### config.mk
export PLATFORM = sky130hd
export DESIGN_NAME = dcs_regs
export DESIGN_NICKNAME = d
export VERILOG_FILES = /design/src/design/dcs_pkg.sv /design/src/design/dcs_sys_reset.sv /design/src/design/dcs_regs.sv
export VERILOG_INCLUDE_DIRS = /design/src /design/src/design
export SDC_FILE = /design/constraint.sdc
export NUM_CORES = 1
export LEC_CHECK = 0
export ABC_AREA = 1
export BUFFER_PORTS_ARGS = -buffer_cell sky130_fd_sc_hd__buf_2
export CORE_ASPECT_RATIO = 1.2
export CORE_MARGIN = 1.5
export CORE_UTILIZATION = 40
export CTS_CLUSTER_DIAMETER = 60
export CTS_CLUSTER_SIZE = 12
export DETAILED_ROUTE_END_ITERATION = 10
export PLACE_DENSITY = 0.64
export SLEW_MARGIN = 20
export SYNTH_ARGS = -nofsm -noshare
export SYNTH_HDL_FRONTEND = slang
export SYNTH_SLANG_ARGS = --single-unit
### constraint.sdc
create_clock -name mclk -period 2.7 [get_ports mclk]
set_clock_uncertainty 0.05 [all_clocks]
set_input_delay 0.27 -clock mclk [delete_from_list [all_inputs] [get_ports mclk]]
set_output_delay 0.27 -clock mclk [all_outputs]
set_load 0.02 [all_outputs]
### src/design/dcs_map.svh
// Register field positions, reset values, commands and timing counts for the debug control block
`ifndef DCS_MAP_SVH
`define DCS_MAP_SVH
`define DCS_CTL_DEBUG_BIT 7
`define DCS_CTL_BRK_EN_BIT 6
`define DCS_CTL_ACK_EN_BIT 5
`define DCS_CTL_RESET_BIT 0
`define DCS_STAT_DEBUG_BIT 7
`define DCS_STAT_HALT_BIT 6
`define DCS_STAT_RPI_BIT 5
`define DCS_CTL_RESET_VAL 8'h00
`define DCS_STAT_RESET_VAL 8'h00
`define DCS_CMD_RD_STAT 8'h02
`define DCS_CMD_WR_CTL 8'h04
`define DCS_CMD_RD_CTL 8'h05
`define DCS_ACK_CHAR 8'hFF
`define DCS_BRK_OPCODE 8'h00
`define DCS_RESET_NS 100
`define DCS_CLK_MHZ 100
`define DCS_RESET_CYC ((`DCS_RESET_NS * `DCS_CLK_MHZ + 999) / 1000)
`endif

### src/design/dcs_pkg.sv
// Types shared by the debug control block
package dcs_pkg;
  typedef enum logic [2:0] {
    DCS_IDLE = 3'b001,
    DCS_WAIT_DATA = 3'b010,
    DCS_REPLY = 3'b100
  } dcs_cmd_state_t;
endpackage

### src/design/dcs_sys_reset.sv
// Timed system reset pulse requested by the debugger
`include "dcs_map.svh"
module dcs_sys_reset (
  input wire logic mclk,
  input wire logic rst_n,
  input wire logic start,
  output logic sys_reset,
  output logic done
);
  logic [7:0] cnt_r;

  always_ff @(posedge mclk or negedge rst_n) begin
    if (!rst_n) begin
      cnt_r <= 8'h00;
      sys_reset <= 1'b0;
      done <= 1'b0;
    end else begin
      done <= 1'b0;
      if (start && !sys_reset) begin
        sys_reset <= 1'b1;
        cnt_r <= 8'((`DCS_RESET_CYC) - 1);
      end else if (sys_reset) begin
        if (cnt_r == 8'h00) begin
          sys_reset <= 1'b0;
          done <= 1'b1;
        end else begin
          cnt_r <= cnt_r - 8'h01;
        end
      end
    end
  end
endmodule // dcs_sys_reset

### src/design/dcs_regs.sv
// Debugger control and status registers with command decoding
//
// Behaviour
// - Control bit 7 set means debug state
// - Debug state stops CPU instruction fetch
// - Clearing debug bit resumes CPU execution
// - Enabled breakpoint opcode sets debug bit
// - Read protection blocks clearing the debug bit
// - Bit 6 selects breakpoint or no-operation
// - Bit 5 sends FFH on breakpoint
// - Reserved bits read zero, not writable
// - Bit 0 resets device, debugger kept
// - Reset bit self-clears when reset ends
// - Status bit 7 shows debug state
// - Status bit 6 shows CPU halt
// - Status bit 5 low when protection active
// - Command 04H plus byte writes control
// - Command 05H returns control byte
// - Command 02H returns status byte
// - 81H, 41H, 40H give reset/run controls
`include "dcs_map.svh"
module dcs_regs (
  input wire logic mclk,
  input wire logic rst_n,
  input wire logic [7:0] cmd_byte,
  input wire logic cmd_valid,
  input wire logic tx_ready,
  input wire logic brk_decoded,
  input wire logic cpu_halted,
  input wire logic flash_read_protect,
  output logic [7:0] tx_byte,
  output logic tx_valid,
  output logic fetch_stall,
  output logic brk_as_nop,
  output logic sys_reset,
  output logic debug_state_flag
);
  // ----------------------------------------
  // State
  // ----------------------------------------
  dcs_pkg::dcs_cmd_state_t state_r;
  logic debug_state_bit_r;
  logic breakpoint_enable_r;
  logic breakpoint_ack_enable_r;
  logic self_reset_r;
  logic halt_s1_r;
  logic halt_s2_r;
  logic frp_s1_r;
  logic frp_s2_r;
  logic ack_pend_r;
  logic rst_done;
  logic rst_pulse;
  logic brk_take;
  logic wr_ctl;
  logic [7:0] ctl_val;
  logic [7:0] stat_val;

  // Same match for every command byte taken in the idle state
  function automatic logic is_cmd(input logic valid, input logic [7:0] byte_in, input logic [7:0] code);
    return valid && (byte_in == code);
  endfunction

  // ----------------------------------------
  // Input synchronisers
  // ----------------------------------------
  // Protection and halt arrive from other logic domains
  // A fresh protection level guards control writes two cycles late
  always_ff @(posedge mclk or negedge rst_n) begin
    if (!rst_n) begin
      halt_s1_r <= 1'b0;
      halt_s2_r <= 1'b0;
      frp_s1_r <= 1'b0;
      frp_s2_r <= 1'b0;
    end else begin
      halt_s1_r <= cpu_halted;
      halt_s2_r <= halt_s1_r;
      frp_s1_r <= flash_read_protect;
      frp_s2_r <= frp_s1_r;
    end
  end

  // ----------------------------------------
  // Register read views
  // ----------------------------------------
  // Reserved fields are constant zero, so writes to them go nowhere
  // Both views are rebuilt every cycle from live state; a reply holds the byte sampled when its command was taken
  always_comb begin
    ctl_val = `DCS_CTL_RESET_VAL;
    ctl_val[`DCS_CTL_DEBUG_BIT] = debug_state_bit_r;
    ctl_val[`DCS_CTL_BRK_EN_BIT] = breakpoint_enable_r;
    ctl_val[`DCS_CTL_ACK_EN_BIT] = breakpoint_ack_enable_r;
    ctl_val[`DCS_CTL_RESET_BIT] = self_reset_r;
    stat_val = `DCS_STAT_RESET_VAL;
    stat_val[`DCS_STAT_DEBUG_BIT] = debug_state_bit_r;
    stat_val[`DCS_STAT_HALT_BIT] = halt_s2_r;
    stat_val[`DCS_STAT_RPI_BIT] = !frp_s2_r;
  end

  // ----------------------------------------
  // Command decode
  // ----------------------------------------
  assign wr_ctl = (state_r == dcs_pkg::DCS_WAIT_DATA) && cmd_valid;
  assign brk_take = brk_decoded && breakpoint_enable_r && !debug_state_bit_r;
  assign rst_pulse = wr_ctl && cmd_byte[`DCS_CTL_RESET_BIT];

  // ----------------------------------------
  // Reply and acknowledge
  // ----------------------------------------
  // Host commands go first; a pending acknowledge waits for an idle cycle
  always_ff @(posedge mclk or negedge rst_n) begin
    if (!rst_n) begin
      state_r <= dcs_pkg::DCS_IDLE;
      tx_byte <= 8'h00;
      tx_valid <= 1'b0;
      ack_pend_r <= 1'b0;
    end else begin
      if (brk_take && breakpoint_ack_enable_r) begin
        ack_pend_r <= 1'b1;
      end
      case (state_r)
        dcs_pkg::DCS_IDLE: begin
          if (is_cmd(cmd_valid, cmd_byte, `DCS_CMD_WR_CTL)) begin
            state_r <= dcs_pkg::DCS_WAIT_DATA;
          end else if (is_cmd(cmd_valid, cmd_byte, `DCS_CMD_RD_CTL)) begin
            tx_byte <= ctl_val;
            tx_valid <= 1'b1;
            state_r <= dcs_pkg::DCS_REPLY;
          end else if (is_cmd(cmd_valid, cmd_byte, `DCS_CMD_RD_STAT)) begin
            tx_byte <= stat_val;
            tx_valid <= 1'b1;
            state_r <= dcs_pkg::DCS_REPLY;
          end else if (ack_pend_r) begin
            tx_byte <= `DCS_ACK_CHAR;
            tx_valid <= 1'b1;
            ack_pend_r <= brk_take && breakpoint_ack_enable_r;
            state_r <= dcs_pkg::DCS_REPLY;
          end
        end
        dcs_pkg::DCS_WAIT_DATA: begin
          if (cmd_valid) begin
            state_r <= dcs_pkg::DCS_IDLE;
          end
        end
        dcs_pkg::DCS_REPLY: begin
          if (tx_ready) begin
            tx_valid <= 1'b0;
            state_r <= dcs_pkg::DCS_IDLE;
          end
        end
        default: state_r <= dcs_pkg::DCS_IDLE;
      endcase
    end
  end

  // ----------------------------------------
  // Control register
  // ----------------------------------------
  // Only the pin reset clears these; the self-reset drives sys_reset outward only
  always_ff @(posedge mclk or negedge rst_n) begin
    if (!rst_n) begin
      debug_state_bit_r <= 1'b0;
      breakpoint_enable_r <= 1'b0;
      breakpoint_ack_enable_r <= 1'b0;
    end else begin
      if (wr_ctl) begin
        breakpoint_enable_r <= cmd_byte[`DCS_CTL_BRK_EN_BIT];
        breakpoint_ack_enable_r <= cmd_byte[`DCS_CTL_ACK_EN_BIT];
      end
      // Breakpoint set wins over a simultaneous clear
      if (brk_take) begin
        debug_state_bit_r <= 1'b1;
      end else if (wr_ctl && (cmd_byte[`DCS_CTL_DEBUG_BIT] || !frp_s2_r)) begin
        debug_state_bit_r <= cmd_byte[`DCS_CTL_DEBUG_BIT];
      end
    end
  end

  // ----------------------------------------
  // Self-reset request
  // ----------------------------------------
  // The bit reads one for the whole timed reset and drops the cycle after it ends
  always_ff @(posedge mclk or negedge rst_n) begin
    if (!rst_n) begin
      self_reset_r <= 1'b0;
    end else if (rst_pulse) begin
      self_reset_r <= 1'b1;
    end else if (rst_done) begin
      self_reset_r <= 1'b0;
    end
  end

  // ----------------------------------------
  // CPU side outputs
  // ----------------------------------------
  // Stall also in the breakpoint cycle, before the debug bit is visible
  always_ff @(posedge mclk or negedge rst_n) begin
    if (!rst_n) begin
      fetch_stall <= 1'b0;
      brk_as_nop <= 1'b1;
      debug_state_flag <= 1'b0;
    end else begin
      fetch_stall <= debug_state_bit_r || brk_take;
      brk_as_nop <= !breakpoint_enable_r;
      debug_state_flag <= debug_state_bit_r;
    end
  end

  // ----------------------------------------
  // System reset timer
  // ----------------------------------------
  // The timer clears only by pin reset, so it survives its own pulse
  dcs_sys_reset u_sys_reset (
    .mclk(mclk),
    .rst_n(rst_n),
    .start(rst_pulse),
    .sys_reset(sys_reset),
    .done(rst_done)
  );
endmodule // dcs_regs

======== Yosys cells after proc, flatten, opt, wreduce, memory -nomap -nowiden ========
Index checks and enable logic that the tools add are counted.
storage, ports and cells
  flip-flop bits (word level) ............. 34
  bits of input ports ..................... 15
cells by class
  bitwise operators ....................... 1
  eq/ne operators ......................... 12
  add/sub/neg operators ................... 1
  reduce and logical (&&, ||, !) cells .... 26
  mux-type cells .......................... 35
operator list
  cell                   count
  $mux W8                6
  $mux W1                21
  $mux W3                6
  $eq A8 B3 Y1 const B   2
  $logic_and A1 B1 Y1    10
  $pmux W3 S3            1
  $eq A8 B2 Y1 const B   1
  $logic_not A8 Y1       1
  $reduce_bool A2 Y1     4
  $sub A8 B1 Y8 const B  1
  $ne A2 B2 Y1 const B   3
  $reduce_and A3 Y1      2
  $ne A5 B5 Y1 const B   1
  $logic_not A1 Y1       4
  $ne A4 B4 Y1 const B   1
  $reduce_and A4 Y1      1
  $eq A3 B1 Y1 const B   1
  $eq A3 B2 Y1 const B   1
  $eq A3 B3 Y1 const B   1
  $reduce_bool A3 Y1     1
  $logic_or A1 B1 Y1     2
  $ne A2 B1 Y1 const B   1
  $pmux W1 S2            1
  $reduce_and A2 Y1      1
  $not A1 Y1             1

======== Logic depth before layout (Yosys ltp) ========
Gate-level depths: netlist (run 1).
  depth in word-level cells ............... 9
  gate-level depth with buffers ........... 10
  mapped depth without buffers ............ 10

======== Hierarchy ========
Synthesis (run 1) repeated with hierarchy kept, for this count alone.
unflattened totals
  cell total of the unflattened synthesis .. 192
  area total of the unflattened synthesis .. 1587.8 sq um
by module, submodules not included
  module         area an instance (sq um)  sequential area each (sq um)  cells an instance  instances
  dcs_regs       1026.0                    528.0                         121                1
  dcs_sys_reset  561.8                     250.2                         71                 1

======== Worst setup path after synthesis (run 1) ========
Ideal clock, no wire load.
  path type ............................... reg2reg
  start ................................... register u_sys_reset.cnt_r[0]
  end ..................................... register u_sys_reset.cnt_r[6]
  buffers on the path ..................... 0
  data required time ...................... 2532 ps
  cell stages (with the launch flop) ...... 9
  clock period less this slack ............ 1318 ps
  data arrival time ....................... 1150 ps
  library setup time ...................... 118 ps
  setup slack ............................. 1382 ps
  path through ............................ dfrtp_1 -> inv_1 -> ha_1 -> nand2_1 -> nor2_4 -> nor2_8 -> nand2_1 -> xor2_1 -> nor2_1
on the way
  longest elaborated chain between the ends .. 4
  elaborated cells between the ends (all ways) .. 7
ends and longest elaborated chain
  item                      line                 source
  start: declaration        dcs_sys_reset.sv:10  logic [7:0] cnt_r;
  start signal: assignment  dcs_sys_reset.sv:21  cnt_r <= 8'((`DCS_RESET_CYC) - 1);
  start signal: assignment  dcs_sys_reset.sv:27  cnt_r <= cnt_r - 8'h01;
  $sub A8 B1 Y8             dcs_sys_reset.sv:27
  $mux W8                   dcs_sys_reset.sv:23  if (cnt_r == 8'h00) begin
  $mux W8                   dcs_sys_reset.sv:22  end else if (sys_reset) begin
  $mux W8                   dcs_sys_reset.sv:19  if (start && !sys_reset) begin
Parallel ways exist; a longest one is shown, timed or not. The select of a mux whose other input is x is not followed.
A chain may end at the register's enable or synchronous reset.

======== Worst setup path after layout (run 1) ========
  start ................................... register u_sys_reset.cnt_r[0]
  end ..................................... register u_sys_reset.cnt_r[5]
The elaborated chain is that of the path after synthesis.

==> metrics, run 1 <==
Critical R2R Capture u_sys_reset.cnt_r[5]; Die Wd 61.1 um; port bufs 27; WP data arrival around 1.5 ns; Distinct cells, synth 29; final wirelength 3090 um; Post-Syn Area per Cell 8.70 um^2; Power Total about 1 mW; Placer Congestion roughly 0.8; CP startpoint u_sys_reset.cnt_r[0]; number of synthesized register bits 31; Worst Hold Launch flash_read_protect; critical path class reg2reg; worst hold endpoint frp_s1_r; family with the most delay on the worst path simple AND/OR/NAND/NOR gates; area of the die 4440 um^2; CTS resizes 0; max frequency roughly 0.7 GHz; Max Cap Viol 0; RSZ-0062 raised after global routing no; LEAKAGE 1.02 nW; final period utilization a little over half; grt ovf 0; Max stage delay on crit path around 0.32 ns; critical-path maximum fanout 7; Pwr per Cell Area 526 nW/um^2; Worst-Margin Slew 0.682 ns; Rows 25; Vias between 1,000 and 1,500; DRT Pass-1 Iters 4; Final ANT Viol Nets 0; pre-CTS setup slack around 1.3 ns; Worst R2R Setup Slack 1.28 ns; I/O pin count 28; Worst-path clk slew 0.06 ns; total CTS buffers 5; outcome finished clean; DR iter-0 viols 36; antenna cell count 0; post-layout minimum cycle time 1.42 ns; CTS sink count 31; share of cells above drive strength 1 28.3%; Max H-tree Level 2; final worst slack 1.28 ns; first-pass GRT wire length 5380 um; Final Hold Vio Count 0; largest registers u_sys_reset.cnt_r x8, tx_byte x5, state_r x3; Via density between 4 and 5; setup TNS 0 ns; Slew Viols, Final 0; max reg flops 8; vias in the first global route between 1,000 and 1,500; Slowest-stage cell, CP dfrtp_1; Root Buffer clkbuf_8; DRC violations left 0; Min-Delay Path Class in2reg; Biggest register u_sys_reset.cnt_r; deepest clock path buffer count 2; Worst VDD drop 0.000305 V; setup violators final 0; worst-path cell chain inv_1 -> ha_1 -> nand2_1 -> nor2_4 -> nor2_8 -> clkinv_2 -> nand2_4 -> inv_2 -> nand2_1 -> nand2_1; crit path launch type register; reg2reg start u_sys_reset.cnt_r[0]; CP Capture Type register; antenna violations before repair 0; Worst path most repeated cell nand2_1; Reg2Reg Depth 10; Die Ht around 73 um; Syn Inst Count between 150 and 200; TritonCTS clock tree built; GRT Total Usage 16.7%; DR WL/cell 11.3 um; Clock Latency Late Sink 0.29 ns; Starting Density 41.4%; worst endpoint required time 2.82 ns; Layout Nets 235; Synth-to-Final Area Change 17.9%; DPL Wire Length 2320 um; Mapped Area 1620 um^2; relative slew slack 54.6%; synth warn 0; Net Count, Synth ~200; CTS Hold Bufs 1; Hold Path Cell Cnt 1; sequential area share after synthesis 48.1%; largest net degree at the start of global routing 32; Post-CTS Setup Repair Bufs 0; Core Area 3910 um^2; buffer and inverter count on the worst path 3
==> synthesized netlist by cell type <==
master    number  area, um^2
dfrtp_1       29         726
nand3_4        2        35.0
a21oi_1        6        30.0
nor2_2         1        6.26
nand2_1       35         131
clkinv_2       1        5.00
nand2_2        7        43.8
inv_2          5        18.8
ha_1           2        25.0
nand3b_1       1        7.51
nand4_2        1        12.5
nand2_4        3        33.8
dfstp_2        2        52.6
o21ai_1        5        25.0
o21ai_2        1        8.76
xor2_1         2        17.5
o22ai_1        3        18.8
o21ai_0        6        30.0
inv_1         27         101
buf_4          3        22.5
nor2_4         1        11.3
nand3_1       14        70.1
a21oi_4        1        16.3
nand4_1        3        18.8
nor3_1         2        10.0
nand3_2        1        10.0
nor2_1        17        63.8
nor2_8         2        40.0
xnor2_1        3        26.3
==> worst max path at each step <==
stage                                 endpoint  slack [ns]  depth (start not counted)
after floorplan           u_sys_reset.cnt_r[6]        1.38                          8
after global placement              tx_byte[6]        1.32                          5
after detailed placement  u_sys_reset.cnt_r[7]        1.30                         10
after CTS                 u_sys_reset.cnt_r[5]        1.28                         10
after global routing      u_sys_reset.cnt_r[3]        1.14                          8
final                     u_sys_reset.cnt_r[5]        1.28                         10
==> kinds of logic after synthesis <==
logic type	synth area share, %
buffers and inverters	9.13
adders and majority gates	1.55
and+or+nand+nor	30.5
AOI/OAI and AO/OA	7.97
DFF	48.1
xor gates and xnor gates	2.71
==> metrics by stage <==
stage / util [%] / hold slack (ns) / area (um^2) / cells
after global routing: 48.8 / 0.0322 / 1910 / 273
after detailed placement: 46.0 / 0.294 / 1800 / 264
after global placement: 46.0 / 0.289 / 1800 / 264
final: 48.8 / 0.0423 / 1910 / 273
after CTS: 48.8 / 0.0390 / 1910 / 273
after floorplan: - / -0.0756 / 1620 / 186
==> cell type report <==
| cell class | count | area (um^2) |
|---|---|---|
| tap | 54 | 67.6 |
| fill | 390 | 2000 |
| timing repair buffer | 28 | 145 |
| multi-input combinational | 119 | 692 |
| clock buffer | 8 | 100 |
| sequential | 31 | 778 |
| inverter | 33 | 125 |
==> cells in the final DEF (no fill, tap or decap) <==
cell type      count
clkbuf_8           7
xor2_1             2
nand2_2            7
dfstp_2            2
xnor2_1            3
nand2_4            3
inv_2              5
nand4_1            3
nor2_1            17
clkbuf_1           1
inv_1             27
nand3b_1           1
nor2_2             1
nand3_1           14
nor2_8             2
nor3_1             2
nand3_2            1
o22ai_1            3
o21ai_1            5
a21oi_4            1
buf_2             27
ha_1               2
nand3_4            2
nor2_4             1
nand4_2            1
clkinv_2           1
o21ai_2            1
nand2_1           35
dfrtp_1           29
dlygate4sd3_1      1
a21oi_1            6
o21ai_0            6
==> power breakdown <==
part	leakage [nW]	internal, mW	switching, mW
logic	0.623	0.0367	0.0742
clock network	0.0515	0.232	0.168
registers	0.341	0.484	0.00880
total	1.02	0.753	0.251
==> layer usage <==
layer  global-route usage [%]  wire (um)  up-vias
li1                         -          -      646
met1                     18.5       1290      569
met2                     29.2       1670       20
met3                     4.79         84        5
met4                     6.52         57        0
met5                        0          0        -
Power figures use the tool's default switching activity.
==> inputs of run 2 (changes only) <==
Clock period 2.7 ns to 1.4 ns, I/O delays scaled along.
==> run 2 against run 1 <==
Non-clock buffer count grew 9. Cell count is 3.3% higher. Clock power is 130% higher. Largest power group unchanged. Critical path type unchanged. Maximum frequency is 6.9% higher. Combinational power rose by 100%.
==> metrics, run 2 (synthesis gave the netlist of run 1 again) <==
Via density 4.62 (was 4.54); final wirelength 3150 um (was 3090 um); Power Total 2.08 mW (was 1.00 mW); share of cells above drive strength 1 35.1% (was 28.3%); Max H-tree Level 2 (unchanged); antenna cell count 0 (unchanged); RSZ-0062 raised after global routing yes (was no); vias in the first global route 1,258 (was 1,253); net switching power 487 uW (was 251 uW); setup violators final 0 (unchanged); deepest clock path buffer count 2 (unchanged); Fillers 387 (was 390); WP data arrival 1.45 ns (was 1.54 ns); DR iter-0 viols 36 (unchanged); Min-Delay Path Class in2reg (unchanged); crit path launch type register (unchanged); Vias 1,303 (was 1,240); Root Buffer clkbuf_8 (unchanged); max reg flops 8 (unchanged); Starting Density 41.4% (unchanged); largest net degree at the start of global routing 19 (was 32); DPL Wire Length 2470 um (was 2320 um); CTS sink count 31 (unchanged); Worst-path clk slew 0.07 ns (was 0.06 ns); Clk pwr share 43.4% (was 39.9%); TritonCTS clock tree built (unchanged); Seq. cell area 778 um^2 (unchanged); DRC violations left 0 (unchanged); Die Ht 72.7 um (unchanged); dpl cell area 1850 um^2 (was 1800 um^2); Comb pwr share 10.9% (was 11.0%); Final ANT Viol Nets 0 (unchanged); Worst-Margin Slew 0.374 ns (was 0.682 ns); Die Wd 61.1 um (unchanged); total CTS buffers 5 (unchanged); outcome finished clean (unchanged); Slowest-stage cell, CP dfrtp_1 (unchanged); setup TNS 0 ns (unchanged); LEAKAGE 1.08 nW (was 1.02 nW); largest registers u_sys_reset.cnt_r x8, tx_byte x5, state_r x3 (unchanged); GRT Total Usage 16.7% (about the same); antenna violations before repair 0 (unchanged); Synth-to-Final Area Change 26.4% (was 17.9%); relative slew slack 75.1% (was 54.6%); commonest non-fill, non-tap cells in the layout nand2_1 (33), dfrtp_1 (29), buf_2 (27) (was nand2_1 (35), dfrtp_1 (29), inv_1 (27), buf_2 (27), nor2_1 (17)); critical-path maximum fanout 7 (unchanged); Pwr per Cell Area 1020 nW/um^2 (was 526 nW/um^2); Max Cap Viol 0 (unchanged); Slew Viols, Final 0 (unchanged); grt ovf 0 (unchanged); Biggest register u_sys_reset.cnt_r (unchanged); critical path class reg2reg (unchanged); Core Area 3910 um^2 (unchanged); Worst VDD drop 0.000421 V (was 0.000305 V); Placer Congestion 0.808 (about the same); DR WL/cell 11.2 um (was 11.3 um); DRT Pass-1 Iters 4 (unchanged); first-pass GRT wire length 5420 um (was 5380 um); Seq pwr share 45.8% (was 49.1%); CP Capture Type register (unchanged); Clock Latency Late Sink 0.28 ns (was 0.29 ns); Max stage delay on crit path 0.32 ns (about the same); worst-path cell chain inv_1 -> ha_2 -> nand2_2 -> nor2_4 -> nor2_8 -> clkinv_2 -> nand2_4 -> inv_2 -> nand2_1 -> nand2_1 (was inv_1 -> ha_1 -> nand2_1 -> nor2_4 -> nor2_8 -> clkinv_2 -> nand2_4 -> inv_2 -> nand2_1 -> nand2_1); I/O pin count 28 (unchanged); Finished Core Util 52.3% (was 48.8%); internal power 1.59 mW (was 753 uW); Layout Nets 244 (was 235); Worst path most repeated cell nand2_1 (unchanged); final period utilization 94.7% (was 52.5%); sw frac 23.5% (was 25.0%); area of the die 4440 um^2 (unchanged); post-layout minimum cycle time 1.33 ns (was 1.42 ns); final instance area 2040 um^2 (was 1910 um^2); Final Hold Vio Count 0 (unchanged); multi-input logic area 726 um^2 (was 692 um^2); port bufs 27 (unchanged); Rows 25 (unchanged); most common cell after layout, fill and taps aside nand2_1 (unchanged); worst endpoint required time 1.52 ns (was 2.82 ns); max frequency 0.754 GHz (was 0.705 GHz)
-- run 2: what timing repair did --
action,in CTS,in global routing
endpoints found under the setup margin,0,14
endpoints found under the hold margin,14,0
setup buffers,0,2
resized for setup,0,11
hold buffers,3,0
-- run 2: power by group through the flow --
stage / clock, mW / combinational [mW] / sequential [mW]
5_1_grt: 0.972 / 0.258 / 0.955
6_report: 0.901 / 0.225 / 0.951
3_5_place_dp: 0 / 0.221 / 0.967
4_1_cts: 0.933 / 0.228 / 0.950
3_3_place_gp: 0 / 0.218 / 0.966
2_1_floorplan: 0 / 0.103 / 0.992
-- run 2: final timing paths --
path	startpoint	depth (start not counted)	slack (ns)	end
worst max-delay path	u_sys_reset.cnt_r[0]	10	0.07	u_sys_reset.cnt_r[7]
worst min-delay path	cmd_byte[6]	3	0.03	breakpoint_enable_r
worst max register to register	u_sys_reset.cnt_r[0]	10	0.07	u_sys_reset.cnt_r[7]
worst min register to register	halt_s1_r	0	0.31	halt_s2_r
max in group asynchronous	rst_n	3	0.55	brk_as_nop
min in group asynchronous	rst_n	2	0.26	u_sys_reset.cnt_r[6]
-- run 2: metal layers --
layer	GRT usage, %	up-vias	part of all wire (%)
met3	5.32	10	3.1
li1	-	663	-
met1	18.8	608	41
met2	28.3	22	53
met5	0	-	0
met4	7.49	0	3.3
-- run 2: through the flow --
step | cells | hold slack [ns] | worst slack (ns)
final | 282 | 0.0306 | 0.0738
after global routing | 282 | 0.0390 | -0.00570
after CTS | 280 | 0.0145 | 0.0147
after detailed placement | 269 | 0.0270 | 0.0321
after global placement | 269 | 0.0236 | 0.0260
after floorplan | 186 | -0.206 | 0.0819
-- run 2: layout make-up --
cell class | instances | area share, %
Sequential cell | 31 | 38.1
Clock buffer | 6 | 4.04
Timing Repair Buffer | 37 | 11.3
Clock inverter | 2 | 1.71
Tap cell | 54 | 3.30
Multi-Input combinational cell | 119 | 35.5
Inverter | 33 | 6.12
-- run 2: worst max-delay path, delay by kind of cell, from the launching register on --
kind	cells	cell delay (ns)
flip-flops	1	0.32
AND/OR/NAND/NOR	6	0.46
buffers and inverters	3	0.22
adder cells (fa/ha/maj)	1	0.18
